**config.mk**
```make
export PLATFORM = sky130hd
export DESIGN_NAME = dma_channel_size_pointer
export DESIGN_NICKNAME = d
export VERILOG_FILES = /design/src/core/dma_size_pkg.sv /design/src/core/byte_index.sv /design/src/core/dma_channel_size_pointer.sv
export SDC_FILE = /design/constraint.sdc
export NUM_CORES = 1
export LEC_CHECK = 0
export ABC_AREA = 1
export BUFFER_PORTS_ARGS = -buffer_cell sky130_fd_sc_hd__buf_2
export CORE_ASPECT_RATIO = 0.75
export CORE_UTILIZATION = 52
export CTS_CLUSTER_DIAMETER = 30
export DETAILED_ROUTE_END_ITERATION = 12
export PLACE_DENSITY = 0.82
export SYNTH_ARGS = -nofsm -noshare
export SYNTH_HDL_FRONTEND = slang
export SYNTH_SLANG_ARGS = --single-unit
```
**constraint.sdc**
```tcl
create_clock -name clk_i -period 4.7 [get_ports clk_i]
set_input_delay 0.235 -clock clk_i [delete_from_list [all_inputs] [get_ports clk_i]]
set_output_delay 0.235 -clock clk_i [all_outputs]
set_load 0.01 [all_outputs]
```
**src/core/dma_size_pkg.sv**
```systemverilog
// Purpose: constants for the channel size and pointer block
// Assumes: apb with 32-bit data, one aligned word per register
// Notes: offsets are byte addresses
package dma_size_pkg;
    localparam logic [7:0] OFF_DEST_START = 8'h00;
    localparam logic [7:0] OFF_SRC_SIZE = 8'h04;
    localparam logic [7:0] OFF_DEST_SIZE = 8'h08;
    localparam logic [7:0] OFF_SRC_POS = 8'h0c;
    localparam logic [7:0] OFF_DEST_POS = 8'h10;
    localparam logic [7:0] OFF_MATCH = 8'h14;
    localparam logic [7:0] OFF_CTRL = 8'h18;
    localparam logic [7:0] OFF_IRQ_STAT = 8'h1c;
    localparam logic [7:0] OFF_IRQ_MASK = 8'h20;
    localparam int SIZE_W = 16;
    localparam int MATCH_W = 8;
    localparam int STEP_W = 3;
    localparam int IRQ_W = 4;
    localparam int IRQ_SRC_DONE = 0;
    localparam int IRQ_SRC_HALF = 1;
    localparam int IRQ_DEST_DONE = 2;
    localparam int IRQ_BLOCK = 3;
    localparam int CTRL_PATTERN_EN = 0;
    localparam logic [31:0] RESET_WORD = 32'h0000_0000;
    localparam logic [16:0] FULL_COUNT = 17'h1_0000;
    typedef enum logic [1:0] {
        CH_IDLE = 2'b00,
        CH_RUN = 2'b01,
        CH_DONE = 2'b11
    } chan_state_t;
endpackage

```
**src/core/byte_index.sv**
```systemverilog
// Purpose: one byte index counter with done and half detection
// Assumes: step of 1 to 4 bytes per bus transfer
// Notes: a count of zero stands for 65536 bytes
`timescale 1ns/1ps
module byte_index (
    input wire logic clk_i,
    input wire logic rst_n_i,
    input wire logic clear_i,
    input wire logic step_i,
    input wire logic [dma_size_pkg::STEP_W-1:0] bytes_i,
    input wire logic [dma_size_pkg::SIZE_W-1:0] count_i,
    output logic [dma_size_pkg::SIZE_W-1:0] index_o,
    output logic done_o,
    output logic half_o
);
    logic [16:0] limit;
    logic [16:0] sum;
    logic [16:0] half;

    function automatic logic [16:0] byte_limit(input logic [15:0] c);
        byte_limit = (c == 16'h0000) ? dma_size_pkg::FULL_COUNT : {1'b0, c};
    endfunction

    always_comb begin
        limit = byte_limit(count_i);
        half = {1'b0, limit[16:1]};
        sum = {1'b0, index_o} + {14'h0000, bytes_i};
    end

    always_ff @(posedge clk_i or negedge rst_n_i) begin
        if (!rst_n_i) begin
            index_o <= 16'h0000;
            done_o <= 1'b0;
            half_o <= 1'b0;
        end else begin
            done_o <= 1'b0;
            half_o <= 1'b0;
            if (clear_i) begin
                index_o <= 16'h0000;
            end else if (step_i) begin
                if (sum >= limit) begin
                    index_o <= 16'h0000;
                    done_o <= 1'b1;
                end else begin
                    index_o <= sum[15:0];
                end
                if ({1'b0, index_o} < half && sum >= half) begin
                    half_o <= 1'b1;
                end
            end
        end
    end
endmodule

```
**src/core/dma_channel_size_pointer.sv**
```systemverilog
// Purpose: addressing and progress part of one dma channel
// Assumes: apb register access, one clock, transfers reported by the bus engine
// Notes: pointers are read only, events feed a sticky status with mask
`timescale 1ns/1ps
module dma_channel_size_pointer (
    input wire logic clk_i,
    input wire logic resetn_i,
    input wire logic psel_i,
    input wire logic penable_i,
    input wire logic pwrite_i,
    input wire logic [7:0] paddr_i,
    input wire logic [31:0] pwdata_i,
    output logic [31:0] prdata_o,
    output logic pready_o,
    output logic pslverr_o,
    input wire logic src_step_i,
    input wire logic [2:0] src_bytes_i,
    input wire logic dst_step_i,
    input wire logic [2:0] dst_bytes_i,
    input wire logic [7:0] moved_byte_i,
    output logic [31:0] destination_start_address_o,
    output logic [15:0] source_byte_index_o,
    output logic [15:0] destination_byte_index_o,
    output logic pattern_match_o,
    output logic block_complete_o,
    output logic irq_o
);
    logic rst_meta_reg;
    logic rst_n_reg;
    logic [31:0] dest_start_reg;
    logic [15:0] src_count_reg;
    logic [15:0] dst_count_reg;
    logic [7:0] match_reg;
    logic pattern_en_reg;
    logic [3:0] stat_reg;
    logic [3:0] mask_reg;
    logic [3:0] stat_next;
    logic [3:0] clear_bits;
    logic [31:0] rdata_next;
    logic [31:0] ctrl_view;
    logic wr_en;
    logic rd_en;
    logic setup_phase;
    logic access_phase;
    logic known_addr;
    logic wr_dest;
    logic wr_src_size;
    logic wr_dst_size;
    logic wr_match;
    logic wr_ctrl;
    logic wr_mask;
    logic wr_stat;
    logic src_done;
    logic src_half;
    logic dst_done;
    logic match_hit;
    logic src_larger;
    logic block_done;
    logic [3:0] events;
    logic any_step;
    dma_size_pkg::chan_state_t state_reg;
    dma_size_pkg::chan_state_t state_next;

    // zero in a count field stands for the full 64 KiB span, so compare on 17 bits
    function automatic logic [16:0] span_of(input logic [15:0] count);
        span_of = (count == 16'h0000) ? dma_size_pkg::FULL_COUNT : {1'b0, count};
    endfunction

    // one place decides what an address hit means, so every write strobe agrees; the read map decodes paddr_i in its own case
    function automatic logic is_offset(input logic [7:0] addr, input logic [7:0] offset);
        is_offset = (addr == offset);
    endfunction

    // unimplemented upper bits of the size, pointer and match reads are filled here; ctrl_view and the status and mask reads pad their own
    function automatic logic [31:0] widen16(input logic [15:0] value);
        widen16 = {16'h0000, value};
    endfunction

    function automatic logic [31:0] widen8(input logic [7:0] value);
        widen8 = {24'h000000, value};
    endfunction

    // two flops so that release of the pin reset is seen on one edge everywhere
    always_ff @(posedge clk_i or negedge resetn_i) begin
        if (!resetn_i) begin
            rst_meta_reg <= 1'b0;
            rst_n_reg <= 1'b0;
        end else begin
            rst_meta_reg <= 1'b1;
            rst_n_reg <= rst_meta_reg;
        end
    end

    // zero wait states: the answer comes in the first access cycle
    assign setup_phase = psel_i && !penable_i;
    assign access_phase = psel_i && penable_i;
    assign wr_en = access_phase && pwrite_i;
    assign rd_en = setup_phase && !pwrite_i;
    assign pready_o = access_phase;
    assign pslverr_o = access_phase && !known_addr;

    // pointer offsets have no write strobe, so writes there fall away
    always_comb begin
        wr_dest = wr_en && is_offset(paddr_i, dma_size_pkg::OFF_DEST_START);
        wr_src_size = wr_en && is_offset(paddr_i, dma_size_pkg::OFF_SRC_SIZE);
        wr_dst_size = wr_en && is_offset(paddr_i, dma_size_pkg::OFF_DEST_SIZE);
        wr_match = wr_en && is_offset(paddr_i, dma_size_pkg::OFF_MATCH);
        wr_ctrl = wr_en && is_offset(paddr_i, dma_size_pkg::OFF_CTRL);
        wr_mask = wr_en && is_offset(paddr_i, dma_size_pkg::OFF_IRQ_MASK);
        wr_stat = wr_en && is_offset(paddr_i, dma_size_pkg::OFF_IRQ_STAT);
    end

    // full word kept; the address is not checked, that is up to software
    always_ff @(posedge clk_i or negedge rst_n_reg) begin
        if (!rst_n_reg) begin
            dest_start_reg <= dma_size_pkg::RESET_WORD;
        end else if (wr_dest) begin
            dest_start_reg <= pwdata_i;
        end
    end

    // only the low half is stored
    always_ff @(posedge clk_i or negedge rst_n_reg) begin
        if (!rst_n_reg) begin
            src_count_reg <= dma_size_pkg::RESET_WORD[15:0];
        end else if (wr_src_size) begin
            src_count_reg <= pwdata_i[15:0];
        end
    end

    // only the low half is stored
    always_ff @(posedge clk_i or negedge rst_n_reg) begin
        if (!rst_n_reg) begin
            dst_count_reg <= dma_size_pkg::RESET_WORD[15:0];
        end else if (wr_dst_size) begin
            dst_count_reg <= pwdata_i[15:0];
        end
    end

    // only the low byte is stored
    always_ff @(posedge clk_i or negedge rst_n_reg) begin
        if (!rst_n_reg) begin
            match_reg <= dma_size_pkg::RESET_WORD[7:0];
        end else if (wr_match) begin
            match_reg <= pwdata_i[7:0];
        end
    end

    // pattern mode switch
    always_ff @(posedge clk_i or negedge rst_n_reg) begin
        if (!rst_n_reg) begin
            pattern_en_reg <= 1'b0;
        end else if (wr_ctrl) begin
            pattern_en_reg <= pwdata_i[dma_size_pkg::CTRL_PATTERN_EN];
        end
    end

    // interrupt mask, same layout as the status
    always_ff @(posedge clk_i or negedge rst_n_reg) begin
        if (!rst_n_reg) begin
            mask_reg <= 4'h0;
        end else if (wr_mask) begin
            mask_reg <= pwdata_i[dma_size_pkg::IRQ_W-1:0];
        end
    end

    // an event in the same cycle as a software clear wins, so no event is lost
    always_comb begin
        clear_bits = 4'h0;
        if (wr_stat) begin
            clear_bits = pwdata_i[dma_size_pkg::IRQ_W-1:0];
        end
        stat_next = (stat_reg & ~clear_bits) | events;
    end

    // sticky status
    always_ff @(posedge clk_i or negedge rst_n_reg) begin
        if (!rst_n_reg) begin
            stat_reg <= 4'h0;
        end else begin
            stat_reg <= stat_next;
        end
    end

    // registered so the line never glitches; it trails the status by one cycle
    always_ff @(posedge clk_i or negedge rst_n_reg) begin
        if (!rst_n_reg) begin
            irq_o <= 1'b0;
        end else begin
            irq_o <= |(stat_reg & mask_reg);
        end
    end

    // event map
    always_comb begin
        events = 4'h0;
        events[dma_size_pkg::IRQ_SRC_DONE] = src_done;
        events[dma_size_pkg::IRQ_SRC_HALF] = src_half;
        events[dma_size_pkg::IRQ_DEST_DONE] = dst_done;
        events[dma_size_pkg::IRQ_BLOCK] = block_done;
    end

    // only a byte the source side really moved is compared; outside pattern mode the field is ignored
    assign match_hit = pattern_en_reg && src_step_i && (moved_byte_i == match_reg);

    always_ff @(posedge clk_i or negedge rst_n_reg) begin
        if (!rst_n_reg) begin
            pattern_match_o <= 1'b0;
        end else begin
            pattern_match_o <= match_hit;
        end
    end

    // the longer side or a registered pattern match ends the block; equal sizes count on the source side
    assign src_larger = span_of(src_count_reg) >= span_of(dst_count_reg);
    assign block_done = (src_larger ? src_done : dst_done) || pattern_match_o;

    always_ff @(posedge clk_i or negedge rst_n_reg) begin
        if (!rst_n_reg) begin
            block_complete_o <= 1'b0;
        end else begin
            block_complete_o <= block_done;
        end
    end

    // a pattern detect takes priority over a step that lands in the same cycle
    // limitation: a step wider than the bytes left is cut at the count, the rest is lost
    // destination half is not an event here, so its output is left open
    byte_index src_index_i (
        .clk_i(clk_i),
        .rst_n_i(rst_n_reg),
        .clear_i(match_hit),
        .step_i(src_step_i),
        .bytes_i(src_bytes_i),
        .count_i(src_count_reg),
        .index_o(source_byte_index_o),
        .done_o(src_done),
        .half_o(src_half)
    );

    byte_index dst_index_i (
        .clk_i(clk_i),
        .rst_n_i(rst_n_reg),
        .clear_i(1'b0),
        .step_i(dst_step_i),
        .bytes_i(dst_bytes_i),
        .count_i(dst_count_reg),
        .index_o(destination_byte_index_o),
        .done_o(dst_done),
        .half_o()
    );

    // progress view for software; gray order so a read racing a change sees a neighbour
    assign any_step = src_step_i || dst_step_i;

    always_comb begin
        state_next = state_reg;
        case (state_reg)
            dma_size_pkg::CH_IDLE: begin
                if (any_step) begin
                    state_next = dma_size_pkg::CH_RUN;
                end
            end
            dma_size_pkg::CH_RUN: begin
                if (block_done) begin
                    state_next = dma_size_pkg::CH_DONE;
                end
            end
            dma_size_pkg::CH_DONE: begin
                if (any_step) begin
                    state_next = dma_size_pkg::CH_RUN;
                end
            end
            default: begin
                state_next = dma_size_pkg::CH_IDLE;
            end
        endcase
    end

    always_ff @(posedge clk_i or negedge rst_n_reg) begin
        if (!rst_n_reg) begin
            state_reg <= dma_size_pkg::CH_IDLE;
        end else begin
            state_reg <= state_next;
        end
    end

    // read map; unknown offsets read zero and answer with an error
    assign ctrl_view = {29'h0, state_reg, pattern_en_reg};

    always_comb begin
        rdata_next = 32'h0000_0000;
        known_addr = 1'b1;
        case (paddr_i)
            dma_size_pkg::OFF_DEST_START: begin
                rdata_next = dest_start_reg;
            end
            dma_size_pkg::OFF_SRC_SIZE: begin
                rdata_next = widen16(src_count_reg);
            end
            dma_size_pkg::OFF_DEST_SIZE: begin
                rdata_next = widen16(dst_count_reg);
            end
            dma_size_pkg::OFF_SRC_POS: begin
                rdata_next = widen16(source_byte_index_o);
            end
            dma_size_pkg::OFF_DEST_POS: begin
                rdata_next = widen16(destination_byte_index_o);
            end
            dma_size_pkg::OFF_MATCH: begin
                rdata_next = widen8(match_reg);
            end
            dma_size_pkg::OFF_CTRL: begin
                rdata_next = ctrl_view;
            end
            dma_size_pkg::OFF_IRQ_STAT: begin
                rdata_next = {28'h0, stat_reg};
            end
            dma_size_pkg::OFF_IRQ_MASK: begin
                rdata_next = {28'h0, mask_reg};
            end
            default: begin
                known_addr = 1'b0;
            end
        endcase
    end

    // read data is captured in the setup cycle and stands through the access cycle
    always_ff @(posedge clk_i or negedge rst_n_reg) begin
        if (!rst_n_reg) begin
            prdata_o <= dma_size_pkg::RESET_WORD;
        end else if (rd_en) begin
            prdata_o <= rdata_next;
        end
    end

    assign destination_start_address_o = dest_start_reg;
endmodule

```
* After elaboration in Yosys (flattened, before gate mapping)
Index checks and enable logic that the tools add are counted.
Storage, ports and cells: bits in registers 155, input port bits 61, output and inout bits 101, logic and storage cells 93
Operators by class: mux-type cells 21, reductions and logical operators 29, order comparisons 5, add/subtract/negate cells 2, bitwise operators 4, equality and inequality tests 13
Operator list (number):
- $pmux W32 S9 | 1
- $mux W16 | 4
- $ge A17 B17 Y1 | 3
- $add A16 B3 Y17 | 2
- $mux W17 | 2
- $eq A8 B5 Y1 const B | 4
- $logic_not A16 Y1 | 2
- $ge A17 B16 Y1 | 1
- $eq A8 B4 Y1 const B | 2
- $lt A16 B16 Y1 | 1
- $logic_and A1 B1 Y1 | 15
- $mux W1 | 10
- $reduce_or A9 Y1 | 1
- $and A4 B4 Y4 | 2
- $eq A8 B3 Y1 const B | 1
- $eq A8 B6 Y1 const B | 1
- $eq A8 B8 Y1 | 1
- $logic_not A8 Y1 | 1
- $mux W2 | 2
- $mux W4 | 1
- $not A4 Y4 | 1
- $or A4 B4 Y4 | 1
- $pmux W2 S2 | 1
- $reduce_or A4 Y1 | 1
- other kinds (10) | 13

* Depth between registers and ports, before layout
Gate-level depths: netlist of run 1.
depth in word-level cells 7, mapped depth 20, depth with buffers taken out 19

* By module
Synthesis of run 1 repeated with hierarchy kept, for this count alone.
Unflattened totals: cell total of the unflattened synthesis 1408, area, all modules 10985.5 µm²
Modules (own cells, without submodules):
- dma_channel_size_pointer | cells an instance 725, sequential area each 3002.9 µm², times used 1, area an instance 6155.9 µm²
- byte_index at dst_index_i | cells an instance 345, sequential area each 450.4 µm², times used 1, area an instance 2418.6 µm²
- byte_index at src_index_i | cells an instance 338, sequential area each 450.4 µm², times used 1, area an instance 2411.1 µm²

* Worst setup path after synthesis of run 1
No wires, ideal clock.
path kind register to register, start point reg dst_index_i.index_o[0] (netlist name), end point reg dst_index_i.index_o[0] (netlist name), setup slack 1590 ps, clock period less this slack 3110 ps, cell stages (with the launch flop) 19, arrival time 2977 ps, setup time 132 ps, buffers on the path 1, required time 4568 ps, path through dfrtp_1 -> ha_1 -> inv_1 -> fa_1 -> inv_1 -> a21oi_1 -> nor3_2 -> inv_2 -> nor2_1 -> nand3_1 -> xor2_1 -> ha_1 -> nand2_1 -> inv_1 -> nand4_1 -> or3_1 -> nand4_2 -> buf_6 -> o22ai_1
Between the ends: cells in the longest elaborated chain, start to end 3
RTL lines:
- start, declared | line byte_index.sv:12 | output logic [dma_size_pkg::SIZE_W-1:0] index_o,
- start signal, assigned | line byte_index.sv:45 | index_o <= sum[15:0];
- $add A16 B3 Y17 * | line byte_index.sv:27 | sum = {1'b0, index_o} + {14'h0000, bytes_i};
- $ge A17 B17 Y1 | line byte_index.sv:41 | if (sum >= limit) begin
- $mux W16 * | line byte_index.sv:41
Every way passes the cells marked *; elsewhere a longest branch is shown, timed or not. A chain may end at the register's enable or synchronous reset.

* Final worst setup path of run 1
start point reg dst_index_i.index_o[0] (netlist name), end point reg dst_index_i.index_o[7] (netlist name)
Same word-level chain as after synthesis.

==> results of run 1 <==
final timing paths:
check / startpoint / endpoint / slack, ps / depth (start not counted)
worst max-delay path: dst_index_i.index_o[0]$_DFFE_PN0P_ / dst_index_i.index_o[7]$_DFFE_PN0P_ / 1150 / 16
worst min-delay path: pwdata_i[28] / destination_start_address_o[28]$_DFFE_PN0P_ / 10 / 2
worst max register to register: dst_index_i.index_o[0]$_DFFE_PN0P_ / dst_index_i.index_o[7]$_DFFE_PN0P_ / 1150 / 16
worst min register to register: rst_meta_reg$_DFF_PN0_ / rst_n_reg$_DFF_PN0_ / 360 / 0
max in group asynchronous: rst_n_reg$_DFF_PN0_ / prdata_o[14]$_DFFE_PN0P_ / 3300 / 1
min in group asynchronous: resetn_i / rst_n_reg$_DFF_PN0_ / 100 / 2
critical path: cells and delay by family, from the launching register on:
kind / cells / cell delay [ps]
adder cells (fa/ha/maj): 3 / 920
buffers and inverters: 3 / 190
AO/OA/AOI/OAI: 5 / 860
flip-flops: 1 / 360
XOR/XNOR: 1 / 190
AND/OR/NAND/NOR: 4 / 930
cells by family after synthesis:
| logic type | Yosys count |
|---|---|
| other | 1 |
| muxes | 14 |
| xor gates and xnor gates | 20 |
| AOI/OAI and AO/OA | 210 |
| buffers and inverters | 213 |
| DFF | 155 |
| adders and majority gates | 90 |
| and+or+nand+nor | 550 |
power by group through the flow:
stage                     Combinational (mW)  Clock [mW]  Sequential, mW
final                                   1.61        1.47            1.63
after detailed placement                1.56           0            1.65
after global placement                  1.51           0            1.64
after global routing                    1.81        1.54            1.65
after floorplan                         1.10           0            1.64
after CTS                               1.58        1.48            1.62
layout by cell type, fill, tap and decap left out, drive strengths merged, types with 3 or more instances in the layout:
cell	synthesis	final
a21oi	34	34
nor3	19	19
nand4	32	32
bufinv	0	3
dlygate4sd3	0	6
ha	88	88
nand3	58	58
mux2	14	14
dfrtp	155	155
clkinv	2	6
o22ai	29	29
nor2	83	83
inv	160	166
nand2	336	336
o21bai	3	3
a221oi	4	4
a211oi	13	13
buf	12	166
o21ai	117	117
xor2	18	18
clkbuf	39	18
or2	4	4
nor4	15	15
stage by stage:
stage | area (um^2) | setup WS [ps] | total power [mW] | hold WS, ps | instances
after floorplan | 9857 | 61.43 | 2.741 | -60.59 | 1253
after global placement | 10800 | 1370 | 3.152 | 19.50 | 1615
after detailed placement | 10800 | 1219 | 3.208 | 21.58 | 1615
after CTS | 11480 | 1212 | 4.688 | 3.085 | 1653
after global routing | 11480 | 901.5 | 4.991 | 14.59 | 1653
final | 11480 | 1154 | 4.715 | 9.842 | 1653
cell usage after synthesis (3+ instances only):
master	number	share of area, %
buf_2	7	0.36
nor2_1	77	2.9
clkbuf_1	39	1.5
a221oi_1	4	0.36
nand4_1	31	2.0
nand2_2	9	0.57
nand2_1	324	12
xor2_1	17	1.5
o22ai_1	29	1.8
a21oi_1	32	1.6
o21ai_1	56	2.8
nor2_2	4	0.25
nand2_4	3	0.34
nor3_1	14	0.71
mux2_1	14	1.6
nor4_1	15	0.95
inv_2	8	0.30
dfrtp_1	155	39
inv_1	152	5.8
o21ai_0	61	3.1
or2_1	3	0.19
nor3_2	5	0.51
ha_1	88	11
nand3_2	11	1.1
a211oi_1	12	0.91
nand3_1	47	2.4
per-layer routing:
layer | global-route usage [%] | part of all wire [%] | wire length [um]
met3 | 5.024 | 9.9 | 3011
met2 | 46.42 | 42 | 12830
met1 | 47.27 | 44 | 13470
met4 | 13.27 | 3.3 | 1013
met5 | 0 | 0 | 0
area by class of cell:
cell class	instances	share of cell area, %
repair buffers	172	7.978
clock buffers	18	3.826
flip-flops and latches	155	33.82
clock inverters	14	1.602
well taps	247	2.692
inverters	162	5.308
multi-input cells	885	44.77
==> results.tsv, run 1 <==
stage	metric	value	unit
setup_path	Crit. End Element	register	
synthesis	syn_area_per_cell	7.867	um^2
drt	TritonRoute pass-1 iters	6	
synthesis	Yosys cell types	54	
power_and_ir_drop	P_int	2.916	mW
timing	RSZ-0062 raised after global routing	false	
drt	DRC marker count from the first detailed-route iteration	992	
drt	# DRC	0	
drt	final wirelength	30330	um
timing	Rel. slew slack	28.40	%
synthesis	simple-gate share of the synthesized area	24.92	%
floorplanning	IO Count	162	
floorplanning	Die Y-Extent	121.2	um
timing	period utilization	75.44	%
power_and_ir_drop	part of the power in combinational logic	34.2	%
cts	Clock Sinks	155	
setup_path	crit path cell chain	ha_1 > inv_1 > fa_1 > inv_1 > a21oi_1 > nor3_2 > inv_2 > nor2_1 > nand3_1 > xor2_1 > ha_1 > a21oi_1 > o21ai_0 > a21oi_1 > nand4_2 > o21ai_0	
place	Final HPWL DP	23180	um
layout	Multi-input gate area	5140	um^2
power_and_ir_drop	P_leak	6.027	nW
cts	TritonCTS buffer count	17	
drt	DR WL/cell	18.35	um
timing	highest clock rate	0.2820	GHz
global_route	total track usage	31.98	%
timing	Setup TNS	0	ps
drt	antenna-violating nets left	0	
cts	Clock Latency Late Sink	440	ps
run	maxcap violations	0	
layout	FF+latch area	3882	um^2
setup_path	data arrival time of the worst path	3890	ps
setup_path	critical path fanouts, max	17	
synthesis	fraction of the mapped netlist area in adder cells	11.58	%
synthesis	Net Count, Synth	1404	
floorplanning	die footprint	19520	um^2
cts	# resized after CTS	0	
outcome	status	finished clean	
cts	Max Root-Sink Buffers	2	
hold_path	Hold WC Path Type	input pin to register	
cts	Clock Pin Slew Worst Setup and Hold Paths	70	ps
synthesis	Mapped Cells	1253	
cts	# Post-CTS Setup Buffers	0	
power_and_ir_drop	Switching Share	38.16	%
setup_path	CP Class	register to register	
place	I/O Buffers	161	
floorplanning	Die Width	161.0	um
power_and_ir_drop	Worst IR Drop VDD	0.2368	mV
layout	post-layout util	62.03	%
synthesis	Compound-Gate Fraction of Synth Area	12.11	%
place	RePlAce Congestion	1.004	
power_and_ir_drop	Pwr Density	410.7	nW/um^2
synthesis	Post-synth top flop	dfrtp_1	
setup_path	CP required	5050	ps
timing	worst-margin pin slew	1071	ps
global_route	number of global-route vias before repair	8844	
layout	ANT cells	0	
floorplanning	Core Area	18510	um^2
layout	fill count	1647	
synthesis	Yosys reg bits	155	
setup_path	Startpoint Class	register	
synthesis	Async SR Flop Fraction	100.0	%
setup_path	max incr delay on CP	450	ps
power_and_ir_drop	clock power share	31.2	%
timing	Tmin final	3546	ps
global_route	Remaining Overflow, GRT	0	
synthesis	area of the mapped netlist	9857	um^2
drt	Via density	5.742	
cts	CTS tree	yes	
setup_path	critical path's slowest cell	nand4_2	
floorplanning	row cnt	43	
layout	# nets final	1544	
timing	Fin. Hold Viols	0	
global_route	first-pass GRT wire length	47470	um
setup_path	most frequent CP cell	a21oi_1	
synthesis	number of synthesized flops with an enable pin	0	
synthesis	post-synthesis mux area share	1.599	%
timing	Final Skew	6.834	ps
global_route	pin count of the biggest net entering global routing	83	
power_and_ir_drop	part of the power in registers	34.6	%
floorplanning	Initial Util	53.26	%
timing	Final setup viols	0	
cts	hold buffer count at CTS	6	
drt	via count	9492	
layout	Layout area overhead	16.46	%
synthesis	largest family of logic cells by synthesized area	simple AND/OR/NAND/NOR gates	
cts	H-tree Lvls	4	
synthesis	YS warnings	0	
global_route	initial antenna violation count	0	
synthesis	sequential-to-total area share from yosys stat	39.35	%
layout	ratio of cells with drive above 1 in the final layout	17.85	%
cts	Root Buffer	clkbuf_16	
synthesis	Synth Area in XOR/XNOR	1.853	%
timing	max-slew violation count	0	
power_and_ir_drop	Sw Pwr	1.799	mW
Note: power is estimated with default switching activity, not from simulation.
==> inputs of run 2 (changes only) <==
--- a/config.mk
+++ b/config.mk
@@ -8,10 +8,10 @@
 export ABC_AREA = 1
 export BUFFER_PORTS_ARGS = -buffer_cell sky130_fd_sc_hd__buf_2
 export CORE_ASPECT_RATIO = 0.75
-export CORE_UTILIZATION = 52
+export CORE_UTILIZATION = 55
 export CTS_CLUSTER_DIAMETER = 30
 export DETAILED_ROUTE_END_ITERATION = 12
-export PLACE_DENSITY = 0.82
+export PLACE_DENSITY = 0.83
 export SYNTH_ARGS = -nofsm -noshare
 export SYNTH_HDL_FRONTEND = slang
 export SYNTH_SLANG_ARGS = --single-unit
==> constraint.sdc (replaced) <==
create_clock -name clk_i -period 3.7 [get_ports clk_i]
set_input_delay 0.185 -clock clk_i [delete_from_list [all_inputs] [get_ports clk_i]]
set_output_delay 0.185 -clock clk_i [all_outputs]
set_load 0.01 [all_outputs]
==> run 2 against run 1 <==
Effect of this change: wire length is 0.89% higher; clock skew grew 4.2 ps; via count rose by 0.86%; critical path depth unchanged; register-to-register slack got worse by 820 ps; core utilization is 5.4 points higher; sequential share of layout area down 0.30 points; die area shrank 5.4%; critical endpoint is now dst_index_i.index_o[2]$_DFFE_PN0P_; largest cell class unchanged.
==> results.tsv, run 2 (same netlist as run 1, synthesis figures left out) <==
stage	metric	value	unit
place	placed instance count	1605	
layout	most used cells in the layout excluding fill and tap cells	324 x nand2_1, 161 x buf_2, 154 x dfrtp_1	
outcome	status	finished clean	
floorplanning	IO Count	162	
timing	Rel. slew slack	28.05	%
cts	Clock Pin Slew Worst Setup and Hold Paths	70	ps
place	I/O Buffers	161	
timing	highest clock rate	0.2968	GHz
cts	TritonCTS buffer count	17	
layout	ANT cells	0	
layout	Layout area overhead	17.52	%
drt	TritonRoute pass-1 iters	5	
power_and_ir_drop	part of the power in registers	34.6	%
power_and_ir_drop	Switching Share	38.91	%
floorplanning	Core Area	17190	um^2
power_and_ir_drop	P_int	3.658	mW
cts	Max Root-Sink Buffers	2	
timing	worst-margin pin slew	1076	ps
global_route	initial antenna violation count	0	
floorplanning	die footprint	18470	um^2
global_route	pin count of the biggest net entering global routing	71	
setup_path	critical path's slowest cell	fa_1	
drt	Highest Signal Layer	met4	
drt	final wirelength	30600	um
timing	Fin. Hold Viols	0	
global_route	Remaining Overflow, GRT	0	
timing	Final setup viols	0	
global_route	first-pass GRT wire length	48250	um
floorplanning	row cnt	41	
setup_path	data arrival time of the worst path	3720	ps
place	Final HPWL DP	22720	um
setup_path	critical path fanouts, max	9	
power_and_ir_drop	Pwr Density	517.0	nW/um^2
floorplanning	Die Width	156.6	um
setup_path	Crit path max-delay family	adder cells	
drt	# DRC	0	
timing	Setup TNS	0	ps
drt	DR WL met2	13110	um
cts	Clock Sinks	155	
place	placed cell areas	10790	um^2
global_route	total track usage	34.50	%
setup_path	CP Class	register to register	
setup_path	Startpoint Class	register	
drt	antenna-violating nets left	0	
power_and_ir_drop	Worst IR Drop VDD	0.3676	mV
timing	Tmin final	3369	ps
timing	Final Skew	11.03	ps
cts	Clock Latency Late Sink	440	ps
layout	commonest non-fill, non-tap cell in the layout	nand2_1	
power_and_ir_drop	Sw Pwr	2.330	mW
hold_path	Hold WC Path Type	input pin to register	
drt	via count	9574	
place	RePlAce Congestion	0.9585	
timing	RSZ-0062 raised after global routing	false	
layout	final instance area	11580	um^2
setup_path	Crit. End Element	register	
power_and_ir_drop	clock power share	30.5	%
setup_path	CP required	4050	ps
timing	period utilization	91.07	%
drt	Via density	5.792	
cts	Root Buffer	clkbuf_16	
setup_path	CP bufs+invs	3	
cts	CTS tree	yes	
cts	H-tree Lvls	4	
drt	M1 WL	13070	um
run	maxcap violations	0	
drt	DRC marker count from the first detailed-route iteration	959	
layout	ratio of cells with drive above 1 in the final layout	18.07	%
floorplanning	Die Y-Extent	117.9	um
drt	DR WL/cell	18.51	um
floorplanning	Initial Util	57.36	%
setup_path	crit path cell chain	ha_1 > inv_1 > fa_1 > inv_1 > a21oi_1 > nor3_2 > inv_2 > nor2_2 > nand3_1 > xor2_1 > ha_1 > a21oi_1 > o21ai_0 > a21oi_2 > nand4_4 > o21ai_0	
global_route	number of global-route vias before repair	8993	
setup_path	max incr delay on CP	390	ps
power_and_ir_drop	P_leak	6.067	nW
timing	max-slew violation count	0	
layout	Layout Cells excl Fill	1653	
power_and_ir_drop	part of the power in combinational logic	34.9	%
layout	# nets final	1555	
cts	# Post-CTS Setup Buffers	0	
drt	WL met3	3643	um
run 2: cell types whose count changed in the layout (fill, tap and decap cells not counted), sizes merged:
| cell | change |
|---|---|
| nand4 | +1 |
| bufinv | -1 |
| clkbuf | +1 |
| clkinvlp | +2 |
| clkinv | -3 |
| inv | +1 |
| buf | +1 |
| dlygate4sd3 | +9 |
run 2: worst paths after layout:
path                                                    start                                           to  slack (ps)  cells after the start
max                        dst_index_i.index_o[0]$_DFFE_PN0P_           dst_index_i.index_o[2]$_DFFE_PN0P_         330                     16
min                                              pwdata_i[31]  destination_start_address_o[31]$_DFFE_PN0P_           6                      3
max reg2reg                dst_index_i.index_o[0]$_DFFE_PN0P_           dst_index_i.index_o[2]$_DFFE_PN0P_         330                     16
min reg2reg                            rst_meta_reg$_DFF_PN0_                          rst_n_reg$_DFF_PN0_         360                      0
max in group asynchronous                 rst_n_reg$_DFF_PN0_                     match_reg[6]$_DFFE_PN0P_        2250                      1
min in group asynchronous                            resetn_i                          rst_n_reg$_DFF_PN0_          40                      2
run 2: layout make-up:
| cell class | instances | area, um^2 |
|---|---|---|
| well taps | 236 | 295.3 |
| clock inverters | 13 | 156.4 |
| clock buffers | 19 | 442.9 |
| fillers | 1420 | 5602 |
| multi-input cells | 886 | 5184 |
| repair buffers | 182 | 1013 |
| inverters | 162 | 609.3 |
| flip-flops and latches | 155 | 3882 |
run 2: what timing repair did:
item,CTS,global route
hold endpoints to repair,16,0
hold buffers,15,0
gates resized for setup,0,6
endpoints found under the setup margin,0,17
run 2: stage by stage:
step,power [mW],setup WS [ps],hold WS (ps),util [%]
2_1_floorplan,3.481,590.1,-110.6,-
3_3_place_gp,4.005,337.7,-30.26,62.79
3_5_place_dp,4.077,195.6,-28.82,62.79
4_1_cts,5.899,126.0,7.779,67.15
5_1_grt,6.358,2.864,18.97,67.40
6_report,5.989,330.5,5.652,67.40
run 2: worst reg2reg max path, stage by stage, from the launching register on:
cell and delay (ps):
dfrtp_1 380, ha_1 170, inv_1 60, fa_1 390
inv_1 70, a21oi_1 120, nor3_2 220, inv_2 80
nor2_2 130, nand3_1 140, xor2_1 200, ha_1 330
a21oi_1 120, o21ai_0 120, a21oi_2 290, nand4_4 230
o21ai_0 230
run 2: power groups by stage:
stage	Sequential [mW]	Combinational [mW]	Clock, mW
CTS	2.06	2.01	1.82
global placement	2.09	1.92	0
detailed placement	2.09	1.98	0
global route	2.09	2.36	1.91
finish	2.07	2.09	1.83
floorplan	2.09	1.39	0
run 2: per-layer routing:
metal,GRT usage [%],up-vias
li1,-,4462
met1,47.47,4534
met2,50.08,501
met3,12.67,77
met4,10.91,0
met5,0,-
